### src/rtl/tsync_cfg.svh
// Constants for the time synchronisation decision logic.
`ifndef TSYNC_CFG_SVH
`define TSYNC_CFG_SVH

`define TS_FINE_W        22
`define TS_COARSE_W      32
`define TS_FINE_ZERO     22'h000000
`define TS_FINE_ONE      22'h000001
`define TS_FINE_TOP      22'h3fffff
`define TS_COARSE_ONE    32'h00000001

`define TS_WIN_HW0       22'h000004
`define TS_WIN_HW1       22'h000040
`define TS_WIN_HW2       22'h000400
`define TS_WIN_HW3       22'h004000

`define TS_GO_SEL0       2'h0
`define TS_GO_SEL1       2'h1
`define TS_GO_SEL2       2'h2
`define TS_GO_SEL_INF    2'h3
`define TS_GO_LIM0       3'h0
`define TS_GO_LIM1       3'h3
`define TS_GO_LIM2       3'h7
`define TS_GO_LIM_INF    3'h7
`define TS_ERR_ZERO      3'h0
`define TS_ERR_ONE       3'h1

`define TS_TO_HALVES     3'h4
`define TS_TO_ZERO       3'h0
`define TS_TO_ONE        3'h1

`define TS_REG_CTRL      3'h0
`define TS_REG_STATUS    3'h1
`define TS_REG_COARSE    3'h2
`define TS_REG_FINE      3'h3
`define TS_REG_TSTAT     3'h4
`define TS_ZERO32        32'h00000000
`define TS_ZERO7         7'h00

`endif

### src/rtl/tsync_pkg.sv
// Types shared by the time synchronisation decision logic.
package tsync_pkg;

    typedef enum logic [1:0] {
        MODE_SER = 2'h0,
        MODE_PAR = 2'h1,
        MODE_SAL = 2'h2
    } mode_t;

    typedef enum logic [1:0] {
        CODE_OK     = 2'h0,
        CODE_MSGERR = 2'h1,
        CODE_SYNERR = 2'h2,
        CODE_FORCED = 2'h3
    } code_t;

    typedef enum logic [1:0] {
        ST_WAIT = 2'h0,
        ST_MSG  = 2'h1,
        ST_BAD  = 2'h2
    } msg_state_t;

    typedef struct packed {
        logic [31:0] coarse;
        logic        init;
        logic [6:0]  flags;
    } msg_t;

    typedef struct packed {
        logic        first_pend;
        logic        drift;
        logic        win_to;
        logic        coarse_to;
        logic        marker_to;
        logic        ext_err;
        logic [2:0]  err_count;
        logic [1:0]  code;
    } status_t;

endpackage

### src/rtl/time_sync_decision_logic.sv
// Decision logic that resynchronises the local elapsed-time counter.
//
// Overview of operation
// - Outside fault input sets external error flag; flag blocks normal synchronisation.
// - Message acquisition continues while fault input or external error flag set.
// - Error flag clears only with fault input, control bit clear and good message.
// - After reset, sync on marker after first valid message, no checks.
// - Normal sync needs valid message, coarse plus one, in window, no error.
// - Error counter at go-threshold forces sync on valid message without error.
// - Valid message with initialisation flag always synchronises.
// - Stand-alone: sync on valid message when external error flag clear.
// - Sync loads coarse, sets fine to lowest bit, copies message flags.
// - Sync decrements nonzero counter, clears drift flag, writes code 00 or 11.
// - Valid message coarse compared with counter coarse plus one: coarse timeout.
// - Window centred on fine wrap, half-widths 4, 64, 1024, 16384 clocks.
// - Stand-alone: no marker timeouts; coarse and window timeouts only flagged.
// - Serial/parallel: marker timeout flag after 1.5 to 2 s; timely marker clears.
// - Serial/parallel sync error: unforced coarse or window timeout, or external error.
// - Sync error: abort, count up, code 10, window flag, load flags, wait.
// - Stand-alone: only external error without initialisation flag is a sync error.
// - Counter increments once per erroneous message and once per sync error.
// - Marker after an erroneous message is ignored and counts nothing.
// - Counter saturates at go-threshold 0, 3 or 7 for codes 00, 01, 10.
// - Go-threshold zero keeps counter at zero and every clean marker updates.
// - Code 11 means infinite threshold; window blocks unless init, first sync or stand-alone; saturates at 7.
//
// Added by the designer: the register addresses and the Avalon-MM slave port.
`timescale 1ns/1ps
`include "tsync_cfg.svh"

module time_sync_decision_logic (
    // Clock and reset
    input  wire logic                 clk_in,
    input  wire logic                 rst_in,
    // Avalon-MM register slave
    input  wire logic [2:0]           avs_address_in,
    input  wire logic                 avs_read_in,
    input  wire logic                 avs_write_in,
    input  wire logic [31:0]          avs_writedata_in,
    output logic      [31:0]          avs_readdata_out,
    output logic                      avs_waitrequest_out,
    // Message decoder side
    input  wire logic                 msg_valid_in,
    input  wire tsync_pkg::msg_t      msg_in,
    input  wire logic                 msg_error_in,
    input  wire logic                 marker_in,
    input  wire logic                 fault_in,
    input  wire logic                 drift_in,
    // Operation selection
    input  wire tsync_pkg::mode_t     mode_in,
    input  wire logic [1:0]           win_sel_in,
    input  wire logic [1:0]           go_sel_in,
    // Results
    output logic                      sync_out,
    output logic                      sync_err_out,
    output logic                      ext_err_out,
    output logic                      marker_to_out
);

    // Elapsed-time counter and held message.
    logic [`TS_COARSE_W-1:0]  coarse;
    logic [`TS_FINE_W-1:0]    fine;
    tsync_pkg::msg_t          held;
    logic [6:0]               tstat;
    tsync_pkg::msg_state_t    state;
    tsync_pkg::msg_state_t    next_state;

    // Status fields and control.
    logic [2:0]               err_count;
    logic [2:0]               next_err_count;
    tsync_pkg::code_t         code;
    logic                     ext_err;
    logic                     marker_to;
    logic                     coarse_to;
    logic                     win_to;
    logic                     drift;
    logic                     first_pend;
    logic                     cto_pend;
    logic                     ctrl_fault;

    // Marker timeout timer counts half periods of the fine counter.
    logic [2:0]               to_count;
    logic                     fine_msb_q;

    // Bus slave state.
    logic                     bus_req;
    logic                     bus_wr;
    logic [31:0]              rd_mux;

    // Window and threshold decode.
    logic [`TS_FINE_W-1:0]    half_width;
    logic [2:0]               go_lim;
    wire                      in_window;
    wire                      is_sal;
    wire                      go_inf;
    wire                      go_hit;
    wire                      have_msg;
    wire                      do_sync;
    wire                      do_serr;
    wire                      forced;
    wire                      fine_wrap;
    wire                      half_tick;
    wire                      to_fire;
    wire                      mark_empty;
    wire                      msg_err_new;
    wire                      count_up;
    wire                      ext_clear;
    wire [`TS_COARSE_W-1:0]   coarse_next;
    tsync_pkg::status_t       status;

    // Half-width of the window around the expected wrap instant.
    always_comb begin
        case (win_sel_in)
            2'h0:    half_width = `TS_WIN_HW0;
            2'h1:    half_width = `TS_WIN_HW1;
            2'h2:    half_width = `TS_WIN_HW2;
            2'h3:    half_width = `TS_WIN_HW3;
            default: half_width = `TS_WIN_HW0;
        endcase
    end

    // Saturation value of the error counter.
    always_comb begin
        case (go_sel_in)
            `TS_GO_SEL0: go_lim = `TS_GO_LIM0;
            `TS_GO_SEL1: go_lim = `TS_GO_LIM1;
            `TS_GO_SEL2: go_lim = `TS_GO_LIM2;
            `TS_GO_SEL_INF: go_lim = `TS_GO_LIM_INF;
            default:     go_lim = `TS_GO_LIM0;
        endcase
    end

    // The window straddles the wrap, so it is the top and bottom of the fine range.
    assign in_window = (fine > (`TS_FINE_TOP - half_width)) || (fine < half_width);

    assign is_sal   = (mode_in == tsync_pkg::MODE_SAL);
    assign go_inf   = (go_sel_in == `TS_GO_SEL_INF);
    // An infinite threshold is never reached, so only init, the first sync or stand-alone mode can override a timeout.
    assign go_hit   = !go_inf && (err_count >= go_lim);
    assign have_msg = (state == tsync_pkg::ST_MSG);

    // A marker with no message held since the last marker counts as an error.
    assign mark_empty = marker_in && (state == tsync_pkg::ST_WAIT);

    assign do_sync = marker_in && have_msg &&
                     (first_pend ||
                      held.init ||
                      (!ext_err &&
                       (is_sal ||
                        go_hit ||
                        (!cto_pend && in_window))));
    assign do_serr = marker_in && have_msg && !do_sync;

    assign forced = cto_pend || !in_window;

    // Only the first error of a message is counted.
    assign msg_err_new = msg_error_in && !marker_in &&
                         (state != tsync_pkg::ST_BAD);

    assign fine_wrap = (fine == `TS_FINE_TOP);
    assign half_tick = (fine[`TS_FINE_W-1] != fine_msb_q);
    assign to_fire   = !is_sal && half_tick && !marker_in &&
                       (to_count == (`TS_TO_HALVES - `TS_TO_ONE));

    assign count_up = do_serr || msg_err_new || mark_empty || to_fire;

    // The fault control bit shares the clear condition with the fault input.
    assign ext_clear = !fault_in && !ctrl_fault && msg_valid_in && !msg_error_in;

    assign coarse_next = coarse + `TS_COARSE_ONE;

    // Message tracking: a marker or timeout consumes whatever was held.
    always_comb begin
        case (state)
            tsync_pkg::ST_WAIT: begin
                if (msg_error_in) begin
                    next_state = tsync_pkg::ST_BAD;
                end else if (msg_valid_in) begin
                    next_state = tsync_pkg::ST_MSG;
                end else begin
                    next_state = tsync_pkg::ST_WAIT;
                end
            end
            tsync_pkg::ST_MSG: begin
                if (msg_error_in) begin
                    next_state = tsync_pkg::ST_BAD;
                end else begin
                    next_state = tsync_pkg::ST_MSG;
                end
            end
            tsync_pkg::ST_BAD: begin
                next_state = tsync_pkg::ST_BAD;
            end
            default: begin
                next_state = tsync_pkg::ST_WAIT;
            end
        endcase
        if (marker_in || to_fire) begin
            next_state = tsync_pkg::ST_WAIT;
        end
    end

    // Error counter next value.
    always_comb begin
        next_err_count = err_count;
        if (do_sync && (err_count != `TS_ERR_ZERO)) begin
            next_err_count = err_count - `TS_ERR_ONE;
        end else if (count_up && (err_count < go_lim)) begin
            next_err_count = err_count + `TS_ERR_ONE;
        end
    end

    always_ff @(posedge clk_in or posedge rst_in) begin
        if (rst_in) begin
            state     <= tsync_pkg::ST_WAIT;
            err_count <= `TS_ERR_ZERO;
        end else begin
            state     <= next_state;
            err_count <= next_err_count;
        end
    end

    // Elapsed-time counter.
    always_ff @(posedge clk_in or posedge rst_in) begin
        if (rst_in) begin
            coarse <= `TS_ZERO32;
            fine   <= `TS_FINE_ZERO;
        end else if (do_sync) begin
            coarse <= held.coarse;
            fine   <= `TS_FINE_ONE;
        end else begin
            fine   <= fine + `TS_FINE_ONE;
            if (fine_wrap) begin
                coarse <= coarse_next;
            end
        end
    end

    // Held message and its coarse check, taken when the message completes.
    always_ff @(posedge clk_in or posedge rst_in) begin
        if (rst_in) begin
            held     <= '0;
            cto_pend <= 1'b0;
        end else if (msg_valid_in) begin
            held     <= msg_in;
            cto_pend <= (msg_in.coarse != coarse_next);
        end
    end

    // Message flags land in the time status on both outcomes.
    always_ff @(posedge clk_in or posedge rst_in) begin
        if (rst_in) begin
            tstat <= `TS_ZERO7;
        end else if (do_sync || do_serr) begin
            tstat <= held.flags;
        end
    end

    // Error code.
    always_ff @(posedge clk_in or posedge rst_in) begin
        if (rst_in) begin
            code <= tsync_pkg::CODE_OK;
        end else if (do_sync) begin
            code <= forced ? tsync_pkg::CODE_FORCED : tsync_pkg::CODE_OK;
        end else if (do_serr) begin
            code <= tsync_pkg::CODE_SYNERR;
        end else if (msg_err_new || mark_empty || to_fire) begin
            code <= tsync_pkg::CODE_MSGERR;
        end
    end

    // External error flag; setting wins over clearing.
    always_ff @(posedge clk_in or posedge rst_in) begin
        if (rst_in) begin
            ext_err <= 1'b0;
        end else if (fault_in) begin
            ext_err <= 1'b1;
        end else if (ext_clear) begin
            ext_err <= 1'b0;
        end
    end

    // First synchronisation after reset needs no checks.
    always_ff @(posedge clk_in or posedge rst_in) begin
        if (rst_in) begin
            first_pend <= 1'b1;
        end else if (do_sync) begin
            first_pend <= 1'b0;
        end
    end

    // Timeout flags are refreshed on every judged marker.
    always_ff @(posedge clk_in or posedge rst_in) begin
        if (rst_in) begin
            coarse_to <= 1'b0;
            win_to    <= 1'b0;
        end else if (do_sync || do_serr) begin
            coarse_to <= cto_pend;
            win_to    <= !in_window;
        end
    end

    // Drift warning is raised by its source and dropped by a synchronisation.
    always_ff @(posedge clk_in or posedge rst_in) begin
        if (rst_in) begin
            drift <= 1'b0;
        end else if (drift_in) begin
            drift <= 1'b1;
        end else if (do_sync) begin
            drift <= 1'b0;
        end
    end

    // Marker timeout: four half periods give between 1.5 and 2 periods.
    always_ff @(posedge clk_in or posedge rst_in) begin
        if (rst_in) begin
            fine_msb_q <= 1'b0;
            to_count   <= `TS_TO_ZERO;
            marker_to  <= 1'b0;
        end else begin
            fine_msb_q <= fine[`TS_FINE_W-1];
            if (marker_in || is_sal) begin
                to_count <= `TS_TO_ZERO;
            end else if (to_fire) begin
                to_count <= `TS_TO_ZERO;
            end else if (half_tick) begin
                to_count <= to_count + `TS_TO_ONE;
            end
            if (to_fire) begin
                marker_to <= 1'b1;
            end else if (marker_in || is_sal) begin
                marker_to <= 1'b0;
            end
        end
    end

    // Pulse and level outputs.
    always_ff @(posedge clk_in or posedge rst_in) begin
        if (rst_in) begin
            sync_out      <= 1'b0;
            sync_err_out  <= 1'b0;
            ext_err_out   <= 1'b0;
            marker_to_out <= 1'b0;
        end else begin
            sync_out      <= do_sync;
            sync_err_out  <= do_serr;
            ext_err_out   <= ext_err;
            marker_to_out <= marker_to;
        end
    end

    // Register read selection.
    assign status = '{first_pend: first_pend, drift: drift, win_to: win_to,
                      coarse_to: coarse_to, marker_to: marker_to, ext_err: ext_err,
                      err_count: err_count, code: code};

    always_comb begin
        case (avs_address_in)
            `TS_REG_CTRL:   rd_mux = {31'h00000000, ctrl_fault};
            `TS_REG_STATUS: rd_mux = {21'h000000, status};
            `TS_REG_COARSE: rd_mux = coarse;
            `TS_REG_FINE:   rd_mux = {10'h000, fine};
            `TS_REG_TSTAT:  rd_mux = {25'h0000000, tstat};
            default:        rd_mux = `TS_ZERO32;
        endcase
    end

    // One wait state keeps the read data registered without a timing hazard.
    assign bus_req = (avs_read_in || avs_write_in) && avs_waitrequest_out;
    assign bus_wr  = avs_write_in && !avs_waitrequest_out;

    always_ff @(posedge clk_in or posedge rst_in) begin
        if (rst_in) begin
            avs_waitrequest_out <= 1'b1;
            avs_readdata_out    <= `TS_ZERO32;
        end else begin
            avs_waitrequest_out <= !bus_req;
            if (bus_req) begin
                avs_readdata_out <= rd_mux;
            end
        end
    end

    // Software fault bit.
    always_ff @(posedge clk_in or posedge rst_in) begin
        if (rst_in) begin
            ctrl_fault <= 1'b0;
        end else if (bus_wr && (avs_address_in == `TS_REG_CTRL)) begin
            ctrl_fault <= avs_writedata_in[0];
        end
    end

endmodule

### config.mk
export PLATFORM = sky130hd
export DESIGN_NAME = time_sync_decision_logic
export DESIGN_NICKNAME = d
export VERILOG_FILES = /design/src/rtl/tsync_pkg.sv /design/src/rtl/time_sync_decision_logic.sv
export VERILOG_INCLUDE_DIRS = /design/src /design/src/rtl
export SDC_FILE = /design/constraint.sdc
export NUM_CORES = 1
export LEC_CHECK = 0
export BUFFER_PORTS_ARGS = -buffer_cell sky130_fd_sc_hd__clkbuf_2
export CAP_MARGIN = 20
export CORE_MARGIN = 2
export CORE_UTILIZATION = 29
export CTS_BUF_LIST = sky130_fd_sc_hd__clkbuf_8
export CTS_CLUSTER_DIAMETER = 40
export DETAILED_ROUTE_END_ITERATION = 7
export SLEW_MARGIN = 0
export SYNTH_ARGS = -nofsm -noshare
export SYNTH_HDL_FRONTEND = slang
export SYNTH_SLANG_ARGS = --single-unit
export TNS_END_PERCENT = 1
### constraint.sdc
create_clock -name clk_in -period 16.98 [get_ports clk_in]
set_clock_uncertainty 0.05 [all_clocks]
set_input_delay 3.396 -clock clk_in [delete_from_list [all_inputs] [get_ports clk_in]]
set_output_delay 3.396 -clock clk_in [all_outputs]
set_load 0.1 [all_outputs]
* Yosys cells after proc, flatten, opt, wreduce, memory -nomap -nowiden
Cells that the tools add are included.
W data, S select, Z words.
** Storage, ports and cells
- Input bits :: 90
- Memories kept :: 0
- Bits in writable memories :: 0
- Word-level logic and storage cells :: 139
- Output and inout bits :: 37
- Bits in latches :: 0
- Bits in read-only memories :: 0
- Register bits after elaboration :: 157
** Cells by class
- Eq/ne operators :: 18
- Add/subtract/negate cells :: 6
- Reduce and logical (&&, ||, !) cells :: 60
- Order comparisons :: 4
- Mux-type cells :: 26
- Bitwise gates (word level) :: 0
- Shift operators :: 0
- Divide/modulo/power cells :: 0
- Multiply operators :: 0
** Operators by type and width (number)
- $pmux W32 S5 :: 1
- $pmux W22 S4 :: 1
- $mux W32 :: 2
- $add A32 B1 Y32 const B :: 1
- $ne A32 B32 Y1 :: 1
- $add A22 B1 Y22 const B :: 1
- $eq A22 B22 Y1 const B :: 1
- $gt A22 B22 Y1 :: 1
- $lt A22 B22 Y1 :: 1
- $mux W22 :: 1
- $sub A22 B22 Y22 const A :: 1
- $logic_and A1 B1 Y1 :: 20
- $logic_or A1 B1 Y1 :: 15
- $mux W3 :: 5
- $mux W2 :: 7
- $eq A2 B2 Y1 const B :: 6
- $logic_not A1 Y1 :: 12
- $reduce_bool A2 Y1 :: 5
- $eq A3 B2 Y1 const B :: 3
- $pmux W3 S3 :: 1
- $reduce_bool A3 Y1 :: 3
- $mux W1 :: 7
- $add A3 B1 Y3 const B :: 2
- $eq A2 B1 Y1 const B :: 3
- other kinds (11) :: 13

* Logic depth before layout (Yosys ltp)
Gate-level depths: netlist (run 1).
- Word-level depth :: 18
- Mapped depth :: 13
- Mapped depth without buffers :: 13

* Worst setup path after synthesis (run 1)
Ideal clock, no wire load.
- Path kind :: input -> register
- From :: input port go_sel_in[1]
- To :: register err_count[2]
- Setup time :: 0.124 ns
- Required time :: 16.806 ns
- Data arrival time :: 6.053 ns
- Buffers on the path :: 0
- Path slack :: 10.753 ns
- Stages :: 13
- Cells stage by stage :: or2_2 > ha_1 > nand2b_1 > a211o_1 > a2111oi_2 > nor3b_2 > nor3b_1 > inv_1 > fa_1 > nor3_1 > o21a_1 > a211o_1 > xor2_1
** On the way
- Word-level cells in the longest chain between the ends :: 17
- Elaborated cells between the ends (all ways) :: 24
- Those cells by class :: order compare: 2; eq/ne: 3; mux: 2; reduce/logical: 17
** Ends and longest elaborated chain
- start, declared :: RTL line time_sync_decision_logic.sv:52 : input wire logic [1:0] go_sel_in,
- $eq A2 B2 Y1 :: RTL line time_sync_decision_logic.sv:124 : case (go_sel_in)
- $reduce_or A2 Y1 (no line)
- $pmux W3 S3 :: RTL line time_sync_decision_logic.sv:124
- $ge A3 B3 Y1 :: RTL line time_sync_decision_logic.sv:139 : assign go_hit = !go_inf && (err_count >= go_lim);
- $logic_and A1 B1 Y1 :: RTL line time_sync_decision_logic.sv:139
- $logic_or A1 B1 Y1 :: RTL line time_sync_decision_logic.sv:149 : (is_sal ||
- $logic_or A1 B1 Y1 :: RTL line time_sync_decision_logic.sv:150 : go_hit ||
- $logic_and A1 B1 Y1 :: RTL line time_sync_decision_logic.sv:148 : (!ext_err &&
- $logic_or A1 B1 Y1 :: RTL line time_sync_decision_logic.sv:147 : held.init ||
- $logic_and A1 B1 Y1 :: RTL line time_sync_decision_logic.sv:145 : assign do_sync = marker_in && have_msg &&
- $logic_not A1 Y1 :: RTL line time_sync_decision_logic.sv:152 : assign do_serr = marker_in && have_msg && !do_sync;
- $logic_and A1 B1 Y1 :: RTL line time_sync_decision_logic.sv:152
- $logic_or A1 B1 Y1 (3 in series) :: RTL line time_sync_decision_logic.sv:165 : assign count_up = do_serr || msg_err_new || mark_empty || to_fire;
- $logic_and A1 B1 Y1 :: RTL line time_sync_decision_logic.sv:208 : end else if (count_up && (err_count < go_lim)) begin
- $reduce_bool A2 Y1 (no line)
- end signal, assigned :: RTL line time_sync_decision_logic.sv:216 : err_count <= `TS_ERR_ZERO;
- end signal, assigned :: RTL line time_sync_decision_logic.sv:219 : err_count <= next_err_count;
- end, declared :: RTL line time_sync_decision_logic.sv:69 : logic [2:0] err_count;
Parallel ways exist; a longest one is shown, timed or not.
A chain may end at the register's enable or synchronous reset.

* Worst setup path after layout (run 1)
- From :: input port win_sel_in[1]
- To :: register err_count[2]
** On the way
- Word-level cells in the longest chain between the ends :: 17
- Elaborated cells between the ends (all ways) :: 23
- Those cells by class :: add/sub: 1; order compare: 2; eq/ne: 3; mux: 2; reduce/logical: 15
** Ends and longest elaborated chain
- start, declared :: RTL line time_sync_decision_logic.sv:51 : input wire logic [1:0] win_sel_in,
- $eq A2 B2 Y1 (tied with other cells) :: RTL line time_sync_decision_logic.sv:113 : case (win_sel_in)
- $pmux W22 S4 (*) :: RTL line time_sync_decision_logic.sv:113
- $sub A22 B22 Y22 (no line)
- $gt A22 B22 Y1 :: RTL line time_sync_decision_logic.sv:134 : assign in_window = (fine > (`TS_FINE_TOP - half_width)) || (fine < half_width);
- $logic_or A1 B1 Y1 (*) :: RTL line time_sync_decision_logic.sv:134
- $logic_and A1 B1 Y1 (*) :: RTL line time_sync_decision_logic.sv:151 : (!cto_pend && in_window))));
- $logic_or A1 B1 Y1 (*) :: RTL line time_sync_decision_logic.sv:150
- $logic_and A1 B1 Y1 (*) :: RTL line time_sync_decision_logic.sv:148
- $logic_or A1 B1 Y1 (*) :: RTL line time_sync_decision_logic.sv:147
- $logic_and A1 B1 Y1 (*) :: RTL line time_sync_decision_logic.sv:145
- $logic_not A1 Y1 :: RTL line time_sync_decision_logic.sv:152
- $logic_and A1 B1 Y1 :: RTL line time_sync_decision_logic.sv:152
- $logic_or A1 B1 Y1 (3 in series) :: RTL line time_sync_decision_logic.sv:165
- $logic_and A1 B1 Y1 :: RTL line time_sync_decision_logic.sv:208
- $reduce_bool A2 Y1 (no line)
Mark *: on every way between the ends. The rest lies on a longest branch, timed or not. The select of a mux whose other input is x is not followed.

==> reports/metrics.yaml, run 1 <==
outcome: "finished clean"
firstDrtPassIters: 5
grt_max_degree: 94
hold_path_end: "tstat[6]"
syn_inst: 877
dp.cells: 1317
wl_per_cell_um: 16.6
synth.avg_cell_area_um2: 9.82
cts_buffers: 17
cts_resized: 0
fp.dieW_um: 176
reg2reg_depth: 13
worst-path-stages: 14
clockBufferDepth: 2
coreArea_um2: 29400
reg2reg_to: "err_count[2]"
dieArea_um2: 31100
rows: 63
synth_async_sr_flop_share_pct: 100
clock-sinks: 157
final_hold_viol_count: 0
ys_top_cells_by_area: "dfrtp_1, mux2_2, xnor2_1"
fin_cells: 1349
gr-total-overflow: 0
fmax_ghz: 0.159
ys_seq_elements: 157
synth_top_cell_area_share_pct: 45.0
relSlewSlack_pct: 41.8
reg2reg_from: "fine[2]"
gp_congestion: 0.818
holdCritPathClass: "reg2reg"
netlist_area_um2: 8610
hold_buffers: 0
crit_buf_inv: 2
whs_ns: 0.422
rsz0062_at_grt: "no"
io_buffers: 95
finalMaxSlewViolations: 0
total_power_mw: 1.48
cts_setup_buffers: 0
required_ns: 17.31
end_kind: "flop"
synth_nets: 982
drive_above_1_share_pct: 21.6
cap_viol_max_count: 0
viasPerCell: 4.89
ios: 127
period_share_pct: 37.1
nets: 1051
placed_area_um2: 9420
grt_pass1_wl_mm: 36.0
final_cell_mix: "dfrtp_1, nand2_1, clkbuf_2, nor2_1, xnor2_1"
layout_commonest_cell: "dfrtp_1"
drc: 0
root_buffer: "clkbuf_8"
routed_wl_mm: 22.4
start_util_pct: 29.3
finalCriticalPeriod_ns: 6.31
synth_top_area_cell: "dfrtp_1"
ctsHtreeMaxLevel: 4
synth_edf_count: 0
crit_arrival_ns: 6.64
worstPathCellList: "clkbuf_2 > nor2_1 > ha_1 > or4b_2 > a211oi_1 > o211a_1 > nor3b_2 > nor3b_1 > inv_1 > fa_1 > nor3_1 > o21a_1 > a211o_1 > xor2_1"
grt_pass1_vias: 6510
antenna_left: 0
max_stage_delay_ns: 0.59
dr_total_vias: 6595
setup_viol: 0
critPathTopFamily: "simple AND/OR/NAND/NOR gates"
cp_max_fo: 8
area_delta_synth_final_pct: 15.0
cp-start-kind: "input pin"
worstSkewPairLatency_ns: 0.47
ys.flop_type: "dfrtp_1"
dpl.hpwl_mm: 16.3
hold_depth: 2
drtIter0Drc: 358
tritoncts: "done"
peakVddDrop_uv: 54.6
die_h_um: 176
yosysSeqAreaShare_pct: 45.7
synthDistinctLibCells: 75
r2r_setup_slack_ns: 13.37
tightest_slew_ns: 0.873
power.density_nw_per_um2: 149
path_clk_slew_ns: 0.08
power.leakage_nw: 4.21
final_cell_area_um2: 9900
tns_ns: 0
antenna_found_initial: 1
hp-start: "held[6]"
grt_util_all_layers_pct: 14.9
path_class: "in2reg"
yosys_warnings: 0
cpMaxStageDelayCell: "or4b_2"
[flip-flops by register name, summed over array words and instances (netlist names), 2 cells and up]
| signal | count |
|---|---|
| held | 40 |
| code | 2 |
| to_count | 3 |
| state | 2 |
| coarse | 32 |
| tstat | 7 |
| avs_readdata_out | 32 |
| err_count | 3 |
| fine | 22 |
[through the flow]
stage                     worst slack [ns]  util [%]
after floorplan                       9.30         -
after global placement               10.26      32.0
after detailed placement             10.23      32.0
after CTS                            10.70      33.7
after global routing                 10.43      33.7
final                                10.67      33.7
[where the power goes]
part,switching (mW),total (mW),internal (mW)
logic,0.307,0.506,0.199
clock network,0.142,0.344,0.202
registers,0.160,0.630,0.470
[worst max path at each step]
| stage | startpoint | end | slack (ns) |
|---|---|---|---|
| CTS | win_sel_in[1] | err_count[2] | 10.70 |
| detailed placement | win_sel_in[1] | err_count[2] | 10.23 |
| global route | win_sel_in[1] | err_count[2] | 10.43 |
| floorplan | rst_in | avs_readdata_out[0] | 9.30 |
| finish | win_sel_in[1] | err_count[2] | 10.67 |
| global placement | go_sel_in[1] | err_count[2] | 10.26 |
[layout make-up]
| cell class | instances | area (µm²) |
|---|---|---|
| fillers | 3050 | 19500 |
| multi-input cells | 651 | 4400 |
| flip-flops and latches | 157 | 3930 |
| repair buffers | 101 | 520 |
| well taps | 390 | 488 |
| clock inverters | 14 | 249 |
| clock buffers | 17 | 234 |
| inverters | 18 | 72.6 |
| diodes | 1 | 2.50 |
[cells by family (layout without fill, tap and decap cells)]
| logic type | count (synthesis) | after routing | share of synthesized area [%] |
|---|---|---|---|
| fa+ha+maj | 15 | 15 | 2.27 |
| simple gates | 324 | 324 | 18.8 |
| compound gates | 146 | 146 | 11.2 |
| mux | 69 | 69 | 8.76 |
| xor+xnor | 97 | 97 | 9.87 |
| flops | 157 | 157 | 45.7 |
| other cells | 0 | 1 | 0 |
| buf+inv | 69 | 150 | 3.43 |
[metal layers]
metal	share of wire (%)	track usage (%)
met1	47	20.2
met2	47	24.3
met3	3.7	2.71
met4	1.6	3.89
met5	0	0
[tightest hold or removal path, cell delays in order (launching register included)]
cell and delay, ns:
dfrtp_1 0.35, nand2_1 0.05, nand2_1 0.04
[cells in the mapped netlist (all sizes together) (2+ instances only)]
| cell type | n |
|---|---|
| buf | 17 |
| or3 | 9 |
| xor2 | 36 |
| dfrtp | 155 |
| clkbuf | 34 |
| nor4 | 7 |
| nand3 | 26 |
| a21oi | 14 |
| nor2b | 6 |
| nor2 | 75 |
| nand4 | 14 |
| nor3 | 17 |
| dfstp | 2 |
| nor3b | 5 |
| o211ai | 2 |
| a21o | 3 |
| mux2 | 51 |
| nand2 | 113 |
| and4 | 7 |
| and3 | 9 |
| a221oi | 2 |
| and2 | 6 |
| ha | 14 |
| a31oi | 5 |
| or3b | 3 |
| o21ai | 64 |
| inv | 18 |
| a22oi | 6 |
| or4 | 3 |
| mux2i | 18 |
| a2111oi | 4 |
| a22o | 19 |
| a311oi | 2 |
| a211o | 4 |
| o2111ai | 3 |
| or2 | 6 |
| xnor2 | 61 |
| and4b | 3 |
| o211a | 2 |
| nand2b | 10 |
| a211oi | 5 |
(Power assumes the default switching activity.)
==> inputs of run 2 (changes only) <==
Clock period 16.98 ns to 5.6 ns, I/O delays scaled along.
==> reports/metrics.yaml, run 2 (synthesis gave the netlist of run 1 again) <==
outcome: "finished clean"
grt_max_degree: 89  # -5.3%
nets: 1051  # unchanged
holdCritPathClass: "reg2reg"
cap_viol_max_count: 0  # unchanged
grt_util_all_layers_pct: 15.2  # +0.37 points
relSlewSlack_pct: 27.4  # -14 points
largest_register_ff_count: 40  # unchanged
dpl.hpwl_mm: 16.6  # +1.8%
total_power_mw: 4.30  # +190%
power.leakage_nw: 4.15  # -1.4%
hold_path_end: "tstat[2]"
hold_buffers: 0  # unchanged
hold_depth: 2  # unchanged
top_regs: "held x40, avs_readdata_out x32, coarse x32"
reg2reg_depth: 9  # -4
routed_wl_mm: 22.6  # +0.99%
ios: 127  # unchanged
end_kind: "flop"
cp_max_fo: 47  # +39
dr_wl_met3_um: 914  # +10%
placed_area_um2: 9420  # unchanged
path_clk_slew_ns: 0.10  # +0.02 ns
antenna_left: 0  # unchanged
required_ns: 5.88  # -11.43 ns
finalCriticalPeriod_ns: 4.01
fp.dieW_um: 176  # unchanged
tritoncts: "done"
clockBufferDepth: 2  # unchanged
die_h_um: 176  # unchanged
met1_length_mm: 10.6  # about the same
tightest_slew_ns: 1.08  # +0.206 ns
topRoutingLayerUsed: "met4"
root_buffer: "clkbuf_8"
gr-total-overflow: 0  # unchanged
reg2reg_to: "coarse[17]"
gp_congestion: 0.809  # -1.2%
setup_viol: 0  # unchanged
clock-sinks: 157  # unchanged
top_register: "held"
final_hold_viol_count: 0  # unchanged
cpMaxStageDelayCell: "nor2_4"
r2r_setup_slack_ns: 1.99  # -11.38 ns
reg2reg_from: "fine[2]"
crit_arrival_ns: 4.29  # -2.35 ns
firstDrtPassIters: 4  # -1
cp-start-kind: "input pin"
hp-start: "held[2]"
grt_pass1_vias: 6748  # +3.7%
cts_buffers: 17  # unchanged
worstSkewPairLatency_ns: 0.47  # about the same
io_buffers: 95  # unchanged
critPathTopFamily: "simple AND/OR/NAND/NOR gates"
drtIter0Drc: 389  # +8.7%
rsz0062_at_grt: "no"
worstPathCellList: "clkbuf_2 > nor2_1 > ha_1 > or4b_2 > a211oi_1 > o211a_1 > nor3b_2 > nor2_4 > buf_4 > o21ai_0"
fmax_ghz: 0.249
drc: 0  # unchanged
peakVddDrop_uv: 172  # +210%
final_cell_mix: "dfrtp_1, nand2_1, clkbuf_2, nor2_1, xnor2_1"
area_delta_synth_final_pct: 13.8
rows: 63  # unchanged
final_cell_area_um2: 9800  # -1.0%
crit_buf_inv: 2  # unchanged
path_class: "in2reg"
max_stage_delay_ns: 0.65  # +0.06 ns
ctsHtreeMaxLevel: 4  # unchanged
antenna_found_initial: 1  # unchanged
dr_total_vias: 6593  # -0.030%
tns_ns: 0  # unchanged
start_util_pct: 29.3  # unchanged
cts_resized: 0  # unchanged
finalMaxSlewViolations: 0  # unchanged
coreArea_um2: 29400  # unchanged
dieArea_um2: 31100  # unchanged
power.density_nw_per_um2: 439  # +190%
grt_pass1_wl_mm: 37.0  # +2.7%
period_share_pct: 71.7
drive_above_1_share_pct: 22.0  # +0.39 points
wl_per_cell_um: 16.7  # +0.91%
viasPerCell: 4.88  # -0.10%
wl_met2_mm: 10.7  # +1.0%
cts_setup_buffers: 0  # unchanged
layout_commonest_cell: "dfrtp_1"
run 2: worst max path at each step:
stage | start | end | slack [ns] | depth (start not counted)
5_1_grt | win_sel_in[1] | coarse[18] | 1.26 | 10
3_5_place_dp | win_sel_in[1] | coarse[17] | 1.06 | 10
4_1_cts | win_sel_in[1] | coarse[17] | 1.55 | 10
3_3_place_gp | win_sel_in[1] | coarse[10] | 1.13 | 11
6_report | win_sel_in[1] | coarse[17] | 1.59 | 10
2_1_floorplan | rst_in | avs_readdata_out[0] | 0.20 | 1
run 2: layer usage:
metal	global-route usage (%)	vias up
met5	0	-
met4	3.75	0
met1	20.7	3245
li1	-	3191
met2	24.7	133
met3	3.25	24
run 2: power breakdown:
| part | internal [mW] | switching [mW] |
|---|---|---|
| logic | 0.602 | 0.939 |
| registers | 1.42 | 0.491 |
| clock network | 0.334 | 0.512 |
| total | 2.36 | 1.94 |
run 2: cell type report:
| type | count | area, µm² |
|---|---|---|
| repair buffers | 101 | 520 |
| flip-flops and latches | 157 | 3930 |
| inverters | 18 | 72.6 |
| clock inverters | 15 | 149 |
| clock buffers | 17 | 234 |
| fillers | 3005 | 19600 |
| well taps | 390 | 488 |
| multi-input cells | 651 | 4400 |
| diodes | 1 | 2.50 |
run 2: worst register-to-register path, delay by kind of cell, from the launching register on:
kind                     cells  cell delay [ns]
AO/OA/AOI/OAI                3             0.79
adder cells (fa/ha/maj)      1             0.14
buffers and inverters        2             0.63
flip-flops                   1             0.49
AND/OR/NAND/NOR              3             1.36
run 2: metrics by stage:
stage | utilization [%] | setup WS, ns | std cells | hold WS [ns]
detailed placement | 32.0 | 1.06 | 1317 | 0.399
floorplan | - | 0.198 | 877 | 0.302
global route | 33.3 | 1.26 | 1349 | 0.464
CTS | 33.3 | 1.55 | 1349 | 0.425
global placement | 32.0 | 1.13 | 1317 | 0.401
finish | 33.3 | 1.59 | 1350 | 0.420
